--- config.mk ---
export PLATFORM = sky130hd
export DESIGN_NAME = clock_fallback_control
export DESIGN_NICKNAME = d
export VERILOG_FILES = /design/src/pkg/clock_fallback_pkg.sv /design/src/design/clock_source_switch.sv /design/src/design/clock_fallback_control.sv
export SDC_FILE = /design/constraint.sdc
export NUM_CORES = 1
export LEC_CHECK = 0
export BUFFER_PORTS_ARGS = -buffer_cell sky130_fd_sc_hd__clkbuf_2
export CAP_MARGIN = 20
export CORE_UTILIZATION = 47
export CTS_CLUSTER_DIAMETER = 100
export DETAILED_ROUTE_END_ITERATION = 12
export PLACE_DENSITY = 0.76
export SYNTH_ARGS = -nofsm -noshare
export SYNTH_HDL_FRONTEND = slang
export SYNTH_HIERARCHICAL = 1
export SYNTH_SLANG_ARGS = --single-unit
--- constraint.sdc ---
create_clock -name clk_in -period 2.4 [get_ports clk_in]
set_clock_uncertainty 0.1 [all_clocks]
set_input_delay 0.36 -clock clk_in [delete_from_list [all_inputs] [get_ports clk_in]]
set_output_delay 0.36 -clock clk_in [all_outputs]
set_load 0.02 [all_outputs]
--- src/pkg/clock_fallback_pkg.sv ---
// Constants and types shared by the clock fallback control design
package clock_fallback_pkg;

    // Register byte offsets
    localparam logic [7:0] FALLBACK_SELECT_ADDR = 8'h00;
    localparam logic [7:0] MAIN_CLOCK_ADDR      = 8'h04;
    localparam logic [7:0] CLOCK_INPUT_ADDR     = 8'h08;
    localparam logic [7:0] CLOCK_ERROR_ADDR     = 8'h0c;
    localparam logic [7:0] MASTER_CONTROL_ADDR  = 8'h10;
    localparam logic [7:0] SYSTEM_ERROR_ADDR    = 8'h14;
    localparam logic [7:0] IRQ_MASK_ADDR        = 8'h18;

    // Reset values
    localparam logic [7:0] FALLBACK_SELECT_RST = 8'h00;
    localparam logic [2:0] MAIN_CLOCK_RST      = 3'h0;
    localparam logic [2:0] CLOCK_INPUT_RST     = 3'h3;
    localparam logic [1:0] IRQ_MASK_RST        = 2'h0;

    // Fallback select register fields
    localparam int ALT_RESOURCE_LSB = 6;
    localparam int FALLBACK_TYPE_LSB = 4;
    localparam int FORCE_FALLBACK_BIT = 3;
    localparam int FALLBACK_SOURCE_LSB = 0;

    // Clock input config fields
    localparam int FRAME_CLOCK_INPUT_BIT = 0;
    localparam int COMPAT_NORMAL_BIT     = 1;
    localparam int COMPAT_FALLBACK_BIT   = 2;

    // Master control and status fields
    localparam int CLEAR_ERRORS_BIT   = 0;
    localparam int SYSTEM_ERR_FALLBACK_BIT = 0;
    localparam int SYSTEM_ERR_CLOCK_BIT    = 1;

    // Clock error bits
    localparam int ERR_WIDTH    = 4;
    localparam int ERR_MAIN_BIT = 0;
    localparam int ERR_A_BIT    = 1;
    localparam int ERR_B_BIT    = 2;
    localparam int ERR_REF_BIT  = 3;

    // Fallback type codes
    typedef enum logic [1:0] {
        TYPE_TO_OSC_DIV4 = 2'h0,
        TYPE_DISABLED    = 2'h1,
        TYPE_TO_SOURCE   = 2'h2,
        TYPE_FROM_AB_BUS = 2'h3
    } fallback_type_type;

    // Clock source codes
    localparam logic [2:0] SRC_OSC_DIV4 = 3'h0;
    localparam logic [2:0] SRC_OSC      = 3'h1;
    localparam logic [2:0] SRC_A_CLOCKS = 3'h2;
    localparam logic [2:0] SRC_B_CLOCKS = 3'h3;
    localparam logic [2:0] SRC_NETREF   = 3'h4;
    localparam logic [2:0] SRC_LOCAL1   = 3'h5;
    localparam int         SOURCE_COUNT = 8;

    // Break-before-make gap of the source switch
    localparam int CLK_PERIOD_NS     = 20;
    localparam int SWITCH_GAP_NS     = 100;
    localparam int SWITCH_GAP_CYCLES = (SWITCH_GAP_NS + CLK_PERIOD_NS - 1) / CLK_PERIOD_NS;

endpackage

--- src/design/clock_source_switch.sv ---
// Break-before-make one-hot clock source enable sequencer
`timescale 1ns/1ns
module clock_source_switch
    import clock_fallback_pkg::*;
#(
    parameter int GAP_CYCLES = SWITCH_GAP_CYCLES
) (
    // Clock and reset
    input  wire logic                    clk_in,
    input  wire logic                    rst_b_in,
    // Requested source
    input  wire logic [2:0]              sel_in,
    // Source gate enables
    output logic [SOURCE_COUNT-1:0]      src_enable_out,
    output logic                         switching_out
);

    // The gap counter is eight bits wide
    if (GAP_CYCLES < 1 || GAP_CYCLES > 255) begin : g_bad_gap
        $error("GAP_CYCLES out of range");
    end

    typedef enum logic [1:0] {
        SW_STEADY = 2'b01,
        SW_QUIET  = 2'b10
    } switch_state_type;

    switch_state_type          state;
    switch_state_type          next_state;
    logic [2:0]                current;
    logic [2:0]                next_current;
    logic [7:0]                count;
    logic [7:0]                next_count;
    logic [SOURCE_COUNT-1:0]   decoded;
    logic [SOURCE_COUNT-1:0]   next_src_enable;

    // One-hot decode of the settled source
    for (genvar i = 0; i < SOURCE_COUNT; i++) begin : g_decode
        assign decoded[i] = (current == 3'(i));
    end

    // All gates stay closed for the gap so no runt pulse reaches the output
    always_comb begin
        next_state      = state;
        next_current    = current;
        next_count      = count;
        next_src_enable = src_enable_out;
        case (state)
            SW_STEADY: begin
                if (sel_in != current) begin
                    next_state      = SW_QUIET;
                    next_current    = sel_in;
                    next_count      = 8'(GAP_CYCLES);
                    next_src_enable = '0;
                end
            end
            SW_QUIET: begin
                next_src_enable = '0;
                if (count > 8'h01) begin
                    next_count = count - 8'h01;
                end else if (sel_in != current) begin
                    next_current = sel_in;
                    next_count   = 8'(GAP_CYCLES);
                end else begin
                    next_state      = SW_STEADY;
                    next_src_enable = decoded;
                end
            end
            default: begin
                next_state      = SW_QUIET;
                next_src_enable = '0;
            end
        endcase
    end

    always_ff @(posedge clk_in or negedge rst_b_in) begin
        if (!rst_b_in) begin
            state          <= SW_STEADY;
            current        <= MAIN_CLOCK_RST;
            count          <= 8'h00;
            src_enable_out <= 8'h01;
            switching_out  <= 1'b0;
        end else begin
            state          <= next_state;
            current        <= next_current;
            count          <= next_count;
            src_enable_out <= next_src_enable;
            switching_out  <= (next_state == SW_QUIET);
        end
    end

    property p_break_before_make;
        @(posedge clk_in) disable iff (!rst_b_in)
        (src_enable_out != $past(src_enable_out)) && (src_enable_out != '0) |-> $past(src_enable_out) == '0;
    endproperty
    a_break_before_make: assert property (p_break_before_make) else $error("enable moved without gap");

endmodule // clock_source_switch

--- src/design/clock_fallback_control.sv ---
// Clock fallback control with APB registers and interrupt
// How it works
// - Type 00: main failure selects oscillator/4
// - Type 01: automatic fallback disabled
// - Type 10: main failure selects secondary source
// - Type 11: A/B failure selects secondary
// - Frame select low means MC-1 pairing
// - Enabled error bit switches clocks over
// - Type 11 fallback disables bus clocks; any fallback takes compat from config bit 2
// - Fallback state sticks until software acts
// - Clearing errors via control clears fallback
// - System error bit records each failure-triggered fallback
// - Force bit forces secondary resources
// - Source selector bits 2-0, main codes
// - Codes: osc/4, osc, A, B, NETREF, locals
`timescale 1ns/1ns
module clock_fallback_control
    import clock_fallback_pkg::*;
(
    // Clock and reset
    input  wire logic                  clk_in,
    input  wire logic                  rst_b_in,
    // APB slave
    input  wire logic                  psel_in,
    input  wire logic                  penable_in,
    input  wire logic                  pwrite_in,
    input  wire logic [7:0]            paddr_in,
    input  wire logic [31:0]           pwdata_in,
    output logic [31:0]                prdata_out,
    output logic                       pready_out,
    output logic                       pslverr_out,
    // Failure flags from the clock monitors
    input  wire logic [ERR_WIDTH-1:0]  clock_fail_in,
    // Clock steering
    output logic [2:0]                 clock_source_sel_out,
    output logic [SOURCE_COUNT-1:0]    source_enable_out,
    output logic                       switching_out,
    output logic                       fallback_active_out,
    output logic                       ab_bus_clock_enable_out,
    output logic                       compat_clock_enable_out,
    output logic                       mc1_mode_out,
    // Interrupt
    output logic                       irq_out
);

    typedef enum logic [1:0] {
        FB_NORMAL = 2'b01,
        FB_FALLEN = 2'b10
    } fallback_state_type;

    // Reset release and failure synchronisers
    logic                  rst_meta;
    logic                  rst_b;
    logic [ERR_WIDTH-1:0]  fail_meta;
    logic [ERR_WIDTH-1:0]  fail_sync;

    always_ff @(posedge clk_in or negedge rst_b_in) begin
        if (!rst_b_in) begin
            rst_meta <= 1'b0;
            rst_b    <= 1'b0;
        end else begin
            rst_meta <= 1'b1;
            rst_b    <= rst_meta;
        end
    end

    always_ff @(posedge clk_in or negedge rst_b) begin
        if (!rst_b) begin
            fail_meta <= '0;
            fail_sync <= '0;
        end else begin
            fail_meta <= clock_fail_in;
            fail_sync <= fail_meta;
        end
    end

    // Failure bits that may trigger for a given fallback type
    function automatic logic [ERR_WIDTH-1:0] enabled_errors(input logic [1:0] ftype);
        logic [ERR_WIDTH-1:0] m;
        m = '0;
        case (ftype)
            TYPE_TO_OSC_DIV4: m[ERR_MAIN_BIT] = 1'b1;
            TYPE_TO_SOURCE:   m[ERR_MAIN_BIT] = 1'b1;
            TYPE_FROM_AB_BUS: begin
                m[ERR_A_BIT] = 1'b1;
                m[ERR_B_BIT] = 1'b1;
            end
            default:         m = '0;
        endcase
        return m;
    endfunction

    // Registers
    logic [7:0]            fallback_select;
    logic [2:0]            main_clock_select;
    logic [2:0]            clock_input_config;
    logic [ERR_WIDTH-1:0]  clock_error;
    logic [1:0]            system_error;
    logic [1:0]            irq_mask;
    logic [7:0]            next_fallback_select;
    logic [2:0]            next_main_clock_select;
    logic [2:0]            next_clock_input_config;
    logic [ERR_WIDTH-1:0]  next_clock_error;
    logic [1:0]            next_system_error;
    logic [1:0]            next_irq_mask;
    logic [31:0]           next_prdata;
    logic                  next_pready;
    logic                  next_pslverr;
    logic                  wr_access;
    logic                  clear_errors;
    logic                  fallback_event;
    logic                  error_event;

    // Field views
    logic [1:0]            fallback_type_select;
    logic                  force_fallback;
    logic [2:0]            fallback_source_select;
    logic                  frame_clock_input_select;

    assign fallback_type_select     = fallback_select[FALLBACK_TYPE_LSB +: 2];
    assign force_fallback           = fallback_select[FORCE_FALLBACK_BIT];
    assign fallback_source_select   = fallback_select[FALLBACK_SOURCE_LSB +: 3];
    assign frame_clock_input_select = clock_input_config[FRAME_CLOCK_INPUT_BIT];
    assign wr_access                = psel_in && penable_in && pready_out && pwrite_in;
    assign clear_errors             = wr_access && (paddr_in == MASTER_CONTROL_ADDR)
                                      && pwdata_in[CLEAR_ERRORS_BIT];

    // Read data is fetched in the setup cycle so it can leave a flop
    always_comb begin
        next_fallback_select    = fallback_select;
        next_main_clock_select  = main_clock_select;
        next_clock_input_config = clock_input_config;
        next_irq_mask           = irq_mask;
        next_prdata             = prdata_out;
        next_pready             = psel_in && !penable_in;
        next_pslverr            = 1'b0;
        if (psel_in && !penable_in) begin
            next_prdata = 32'h0000_0000;
            case (paddr_in)
                FALLBACK_SELECT_ADDR: next_prdata[7:0]           = fallback_select;
                MAIN_CLOCK_ADDR:      next_prdata[2:0]           = main_clock_select;
                CLOCK_INPUT_ADDR:     next_prdata[2:0]           = clock_input_config;
                CLOCK_ERROR_ADDR:     next_prdata[ERR_WIDTH-1:0] = clock_error;
                MASTER_CONTROL_ADDR:  next_prdata                = 32'h0000_0000;
                SYSTEM_ERROR_ADDR:    next_prdata[1:0]           = system_error;
                IRQ_MASK_ADDR:        next_prdata[1:0]           = irq_mask;
                default:              next_pslverr               = 1'b1;
            endcase
        end
        if (wr_access) begin
            case (paddr_in)
                FALLBACK_SELECT_ADDR: next_fallback_select    = pwdata_in[7:0];
                MAIN_CLOCK_ADDR:      next_main_clock_select  = pwdata_in[2:0];
                CLOCK_INPUT_ADDR:     next_clock_input_config = pwdata_in[2:0];
                IRQ_MASK_ADDR:        next_irq_mask           = pwdata_in[1:0];
                default:              next_irq_mask           = irq_mask;
            endcase
        end
    end

    // Sticky flags: a new event in the clearing cycle survives
    always_comb begin
        next_clock_error  = (clear_errors ? '0 : clock_error) | fail_sync;
        next_system_error = system_error;
        if (wr_access && (paddr_in == SYSTEM_ERROR_ADDR)) begin
            next_system_error = system_error & ~pwdata_in[1:0];
        end
        if (fallback_event) begin
            next_system_error[SYSTEM_ERR_FALLBACK_BIT] = 1'b1;
        end
        if (error_event) begin
            next_system_error[SYSTEM_ERR_CLOCK_BIT] = 1'b1;
        end
    end

    always_ff @(posedge clk_in or negedge rst_b) begin
        if (!rst_b) begin
            fallback_select    <= FALLBACK_SELECT_RST;
            main_clock_select  <= MAIN_CLOCK_RST;
            clock_input_config <= CLOCK_INPUT_RST;
            clock_error        <= '0;
            system_error       <= '0;
            irq_mask           <= IRQ_MASK_RST;
            prdata_out         <= 32'h0000_0000;
            pready_out         <= 1'b0;
            pslverr_out        <= 1'b0;
            irq_out            <= 1'b0;
        end else begin
            fallback_select    <= next_fallback_select;
            main_clock_select  <= next_main_clock_select;
            clock_input_config <= next_clock_input_config;
            clock_error        <= next_clock_error;
            system_error       <= next_system_error;
            irq_mask           <= next_irq_mask;
            prdata_out         <= next_prdata;
            pready_out         <= next_pready;
            pslverr_out        <= next_pslverr;
            irq_out            <= |(next_system_error & next_irq_mask);
        end
    end

    // Fallback state machine
    fallback_state_type  state;
    fallback_state_type  next_state;
    logic                trigger;
    logic                active;
    logic [2:0]          next_source;
    logic                next_ab_enable;
    logic                next_compat_enable;

    assign trigger     = |(clock_error & enabled_errors(fallback_type_select));
    assign error_event = |fail_sync & ~|clock_error;
    assign active      = (state == FB_FALLEN) || force_fallback;

    always_comb begin
        next_state     = state;
        fallback_event = 1'b0;
        case (state)
            FB_NORMAL: begin
                if (trigger && !clear_errors) begin
                    next_state     = FB_FALLEN;
                    fallback_event = 1'b1;
                end
            end
            FB_FALLEN: begin
                if (clear_errors) begin
                    next_state = FB_NORMAL;
                end
            end
            default: next_state = FB_NORMAL;
        endcase
    end

    // Source choice and clock gating on fallback
    always_comb begin
        next_source        = main_clock_select;
        next_ab_enable     = 1'b1;
        next_compat_enable = clock_input_config[COMPAT_NORMAL_BIT];
        if (active) begin
            if (fallback_type_select == TYPE_TO_OSC_DIV4 && !force_fallback) begin
                next_source = SRC_OSC_DIV4;
            end else begin
                next_source = fallback_source_select;
            end
            if (fallback_type_select == TYPE_FROM_AB_BUS) begin
                next_ab_enable = 1'b0;
            end
            next_compat_enable = clock_input_config[COMPAT_FALLBACK_BIT];
        end
    end

    always_ff @(posedge clk_in or negedge rst_b) begin
        if (!rst_b) begin
            state                   <= FB_NORMAL;
            clock_source_sel_out    <= MAIN_CLOCK_RST;
            fallback_active_out     <= 1'b0;
            ab_bus_clock_enable_out <= 1'b1;
            compat_clock_enable_out <= 1'b1;
            mc1_mode_out            <= 1'b0;
        end else begin
            state                   <= next_state;
            clock_source_sel_out    <= next_source;
            fallback_active_out     <= active;
            ab_bus_clock_enable_out <= next_ab_enable;
            compat_clock_enable_out <= next_compat_enable;
            mc1_mode_out            <= !frame_clock_input_select;
        end
    end

    // Gates follow the registered choice with a quiet gap
    clock_source_switch #(
        .GAP_CYCLES (SWITCH_GAP_CYCLES)
    ) u_switch (
        .clk_in         (clk_in),
        .rst_b_in       (rst_b),
        .sel_in         (clock_source_sel_out),
        .src_enable_out (source_enable_out),
        .switching_out  (switching_out)
    );

    property p_osc_div4;
        @(posedge clk_in) disable iff (!rst_b)
        (state == FB_FALLEN) && (fallback_type_select == TYPE_TO_OSC_DIV4) && !force_fallback
        |=> clock_source_sel_out == SRC_OSC_DIV4;
    endproperty
    a_osc_div4: assert property (p_osc_div4) else $error("type 00 not on osc/4");

    property p_disabled;
        @(posedge clk_in) disable iff (!rst_b)
        (state == FB_NORMAL) && (fallback_type_select == TYPE_DISABLED) |=> state == FB_NORMAL;
    endproperty
    a_disabled: assert property (p_disabled) else $error("fallback with type 01");

    property p_to_source;
        @(posedge clk_in) disable iff (!rst_b)
        (state == FB_FALLEN) && (fallback_type_select == TYPE_TO_SOURCE)
        |=> clock_source_sel_out == $past(fallback_source_select);
    endproperty
    a_to_source: assert property (p_to_source) else $error("secondary source not applied");

    property p_ab_off;
        @(posedge clk_in) disable iff (!rst_b)
        (state == FB_FALLEN) && (fallback_type_select == TYPE_FROM_AB_BUS)
        |=> !ab_bus_clock_enable_out && fallback_active_out;
    endproperty
    a_ab_off: assert property (p_ab_off) else $error("bus clocks left on");

    property p_mc1;
        @(posedge clk_in) disable iff (!rst_b)
        !frame_clock_input_select ##1 !frame_clock_input_select |-> mc1_mode_out;
    endproperty
    a_mc1: assert property (p_mc1) else $error("MC-1 mode not shown");

    property p_trigger;
        @(posedge clk_in) disable iff (!rst_b)
        (state == FB_NORMAL) && trigger && !clear_errors |=> (state == FB_FALLEN) ##1 fallback_active_out;
    endproperty
    a_trigger: assert property (p_trigger) else $error("failure did not fall back");

    property p_sticky;
        @(posedge clk_in) disable iff (!rst_b)
        (state == FB_FALLEN) && !clear_errors |=> state == FB_FALLEN;
    endproperty
    a_sticky: assert property (p_sticky) else $error("fallback reverted alone");

    property p_clear;
        @(posedge clk_in) disable iff (!rst_b)
        clear_errors |=> (state == FB_NORMAL) && (clock_error == $past(fail_sync));
    endproperty
    a_clear: assert property (p_clear) else $error("clear did not release");

    property p_system_error_reg;
        @(posedge clk_in) disable iff (!rst_b)
        fallback_event |=> system_error[SYSTEM_ERR_FALLBACK_BIT];
    endproperty
    a_system_error_reg: assert property (p_system_error_reg) else $error("fallback not recorded");

    property p_force;
        @(posedge clk_in) disable iff (!rst_b)
        force_fallback |=> fallback_active_out && (clock_source_sel_out == $past(fallback_source_select));
    endproperty
    a_force: assert property (p_force) else $error("force bit ignored");

    property p_enabled_only;
        @(posedge clk_in) disable iff (!rst_b)
        (state == FB_NORMAL) && !(|(clock_error & enabled_errors(fallback_type_select))) |=> state == FB_NORMAL;
    endproperty
    a_enabled_only: assert property (p_enabled_only) else $error("fallback on disabled bit");

    property p_irq;
        @(posedge clk_in) disable iff (!rst_b)
        irq_out == |(system_error & irq_mask);
    endproperty
    a_irq: assert property (p_irq) else $error("interrupt level wrong");

endmodule // clock_fallback_control

==> results.md <==
Power and ir drop:
- The combinational power share is 22.3%.
- The overall power of the completed layout is between 0.003 and 0.004 W.
- The share of total power consumed by net switching is about 30%.
- The internal power of the cells totals 0.002333 W.
- The analysis attributes to net switching a power of about 0.00098 W.
- The power per standard cell area is 824.3 nW/um^2.
- The share of total power dissipated in sequential elements is a little under half.
- The clock network is responsible for about a third of the overall power.
- VDD sags by at most 0.3366 mV.
- The static power due to leakage is 1.948 nW.

Setup path:
- The category of the worst setup path launch point is a flip-flop.
- The critical path required time is roughly 2.5 ns.
- Walking the worst path, the cells encountered are or4_4 -> and4bb_2 -> o21ba_2 -> mux2_2.
- By startpoint and endpoint, the worst setup path is classified as flip-flop to flip-flop.
- The arrival time at the worst endpoint is 2.28 ns.
- The critical-path cell with the highest stage delay is sky130_fd_sc_hd__or4_4.
- In this run the register-to-register setup slack is 0.25 ns.
- In this design, the stage delay of the slowest critical-path cell is 0.58 ns.
- The critical-path maximum fanout is 6.
- The logic depth of the worst register-to-register path is 4.
- The worst setup path is captured at a flip-flop.

STA:
- The shortest period the worst path allows is 2.150 ns.
- Setup repair after global routing left no endpoint under its margin.
- After layout, the worst path uses 89.60% of the clock period.
- Setup violations remaining at the end of the flow were counted as 0.
- The hold violation count in the final report is 0.
- The count of final max-slew check failures is 0.
- For the final routed database, the setup TNS stands at 0 ns.
- Timing would allow up to 465.0 MHz.

Final layout:
- The net count of the finished layout is approximately 400.
- From synthesis to final layout, the design area changed by 15.11%.
- The end-of-flow core utilization is 55.76%.
- The number of antenna diodes in the final layout is 0.
- In the final layout, the share of cells above drive strength 1 is about a third.
- Summing all non-filler instances in the final layout gives an area of 4023 um^2.
- The layout filler cell count is 646.
- The count of non-filler cells in the finished layout is 456.

CTS:
- The later pin in the worst-skew pair is clocked with a latency of approximately 0.34 ns.
- The total setup buffers inserted after CTS is 0.
- TritonCTS built the clock tree.
- In this run the clock root is driven by a sky130_fd_sc_hd__clkbuf_8.
- The number of clock sinks is 74.
- In this run the number of H-tree levels came out at 3.
- The maximum buffer depth of the clock tree is 2.
- The number of buffers inserted during clock tree synthesis is 9.
- Post-CTS repair changed the size of 0 cells.
- After clock tree synthesis, the clock-pin slew on the worst setup and hold paths is 0.07 ns.

Placement:
- After detailed placement, the design holds a cell count of 438.
- At the end of routability-driven placement, the weighted congestion stood at 0.9075.
- During placement, the flow inserted port buffers numbering 51.
- The placement-stage cell area is 3774 um^2.
- The HPWL after detailed placement is about 4.7 mm.

Yosys:
- Ranked by total cell area, the synthesized netlist is headed by sky130_fd_sc_hd__dfrtp_1 48%, sky130_fd_sc_hd__mux2_2 5.8%, sky130_fd_sc_hd__buf_4 5.4%.
- Summing the areas of all fa, ha and maj instances in the mapped netlist gives 1.432% of the synthesized area.
- In the synthesized netlist the dominant register cell turns out to be sky130_fd_sc_hd__dfrtp_1.
- After synthesis, the share of cell area in mux cells is between 9 and 10%.
- The synthesized netlist devotes 12.46% of its cell area to compound gates.
- After synthesis, the most frequently instantiated cells are 67 x sky130_fd_sc_hd__dfrtp_1, 25 x sky130_fd_sc_hd__buf_4, 19 x sky130_fd_sc_hd__nor2_1.
- The largest family of logic cells by synthesized area is simple AND/OR/NAND/NOR gates.
- The synthesized netlist devotes 15.25% of its cell area to simple gates.
- The count of warnings emitted by yosys is 6.
- The post-synthesis cell area is 3495 um^2.
- The fraction of post-synthesis cell area in the top cell type by area is 47.98%.
- Synthesis produced a netlist whose cell count is 291.
- The synthesized netlist devotes 0.7519% of its cell area to XOR and XNOR gates.
- In the synthesized netlist the async set-or-reset flop fraction comes to between 90% and 100%.
- The part of the Yosys area used for sequential elements is 53.24%.
- Counting distinct cell types in the post-synthesis netlist gives 60.
- The number of flops mapped to enable cells by yosys is 0.
- The leading area contributor after synthesis is sky130_fd_sc_hd__dfrtp_1.
- In the post-synthesis netlist, the cell with the most instances is sky130_fd_sc_hd__dfrtp_1.
- The average cell area after synthesis is 12.01 um^2.
- The number of synthesized register bits is 74.

Floorplan:
- The core footprint is 7214 um^2.
- The die is between 80 and 90 um wide.
- The number of rows created at floorplan is 31.
- The starting density of the core is 48.44%.
- The floorplan die area is 7785 um^2.
- 100 I/O pins were placed.
- From bottom edge to top edge, the die measures 88.23 um.

Routing:
- Summing over every cut layer, the via total after detailed routing is approximately 2300.
- The number of design rule violations left after detail routing is 0.
- In the final routed layout, each cell accounts on average for 14.08 um.
- The number of iterations in the first detailed-routing pass is 4.
- Once detail routing completed, the nets flagged for antenna violations numbered 0.
- The overall routed net length is 6.422 mm.
- The vias per cell is 5.143.
- In this run, the number of DRC markers left after iteration 0 of detailed routing was 141.

Global route:
- The first-pass GRT wire length is ~11 mm.
- Summed over all layers, the global routing overflow is 0.
- The via count of the first global-routing pass is 2300.
- Entering global routing, the biggest net connects 40 pins.
- The initial antenna violation count is 0.
- Global routing used 18.86% of the available tracks.

Hold path:
- The hold-critical path depth is 1.
- The type of the most critical hold path is primary input to flip-flop.

Run status:
- The flow ran to the end, and the final reports show no timing, DRC or antenna violations.

Run:
- The max-cap check violation count is 0.
-- cell families (layout without fill, tap and decap cells) --
logic type	after synthesis	in the layout
XOR/XNOR	3	3
flip-flops	74	74
adder cells (fa/ha/maj)	4	4
AND/OR/NAND/NOR	86	86
AO/OA/AOI/OAI	53	53
other	2	25
multiplexers	27	27
buffers and inverters	42	85
-- worst max-delay path, delay by kind of cell (launching register included) --
family           cells  cell delay (ns)
AO/OA/AOI/OAI        1             0.20
AND/OR/NAND/NOR      2             0.96
multiplexers         1             0.34
flip-flops           1             0.44
-- layer usage --
| layer | vias to the layer above | routed length [um] | GRT usage (%) |
|---|---|---|---|
| li1 | 1124 | - | - |
| met3 | 9 | 338 | 6.437 |
| met4 | 0 | 89 | 6.745 |
| met5 | - | 0 | 0 |
| met1 | 1141 | 2775 | 22.96 |
| met2 | 71 | 3219 | 31.33 |
-- layout make-up --
type | count | area, um^2 | share of cell area (%)
clock buffers | 13 | 158.9 | 3.950
repair buffers | 59 | 322.8 | 8.025
multi-input cells | 198 | 1454 | 36.14
flip-flops and latches | 74 | 1862 | 46.28
well taps | 99 | 123.9 | 3.079
clock inverters | 2 | 60.06 | 1.493
inverters | 11 | 41.29 | 1.026
-- cell usage in the layout, fill, tap and decap left out, drive strengths merged, types with 7 or more instances in the layout --
cell type,count
o21ai,8
inv,11
nand2,18
mux2,20
nor2,19
dfrtp,67
a21o,7
dfstp,7
nor3,7
nand3,13
clkbuf,64
a22o,11
conb,25
-- final timing paths --
| check | from | end |
|---|---|---|
| hold reg to reg | rst_b | irq_mask[1] |
| min in group asynchronous | rst_b | irq_mask[1] |
| setup / recovery | u_switch/count[4] | u_switch/current[0] |
| setup reg to reg | u_switch/count[4] | u_switch/current[0] |
| hold / removal | clock_fail_in[3] | fail_meta[3] |
| max in group asynchronous | rst_b | u_switch/src_enable_out[0] |
-- flip-flops by register name, indices dropped and copies added, names as in the netlist, 3 cells and up --
register,cells
fallback_select,8
prdata_out,8
u_switch/count,8
u_switch/src_enable_out,8
clock_error,4
fail_meta,4
fail_sync,4
clock_input_config,3
clock_source_sel_out,3
main_clock_select,3
u_switch/current,3
-- repair_timing --
item	CTS	global route
setup endpoints to repair	0	0
hold buffers	1	2
endpoints found under the hold margin	2	2
-- per-stage QoR --
| stage | hold slack [ns] | setup WS [ns] |
|---|---|---|
| CTS | 0.004385 | 0.2496 |
| detailed placement | 0.04874 | 0.2705 |
| global placement | 0.04734 | 0.3185 |
| global route | 0.00003975 | 0.1699 |
| floorplan | -0.03559 | 0.09884 |
| finish | 0.02311 | 0.2496 |
-- power groups by stage --
stage	combinational [W]	clock (W)	sequential (W)
3_3_place_gp	0.000709	0	0.00154
4_1_cts	0.000737	0.00109	0.00152
6_report	0.000738	0.00106	0.00152
2_1_floorplan	0.000576	0	0.00154
3_5_place_dp	0.000730	0	0.00154
5_1_grt	0.000836	0.00114	0.00155
No activity file was read; power rests on OpenSTA's default activity.
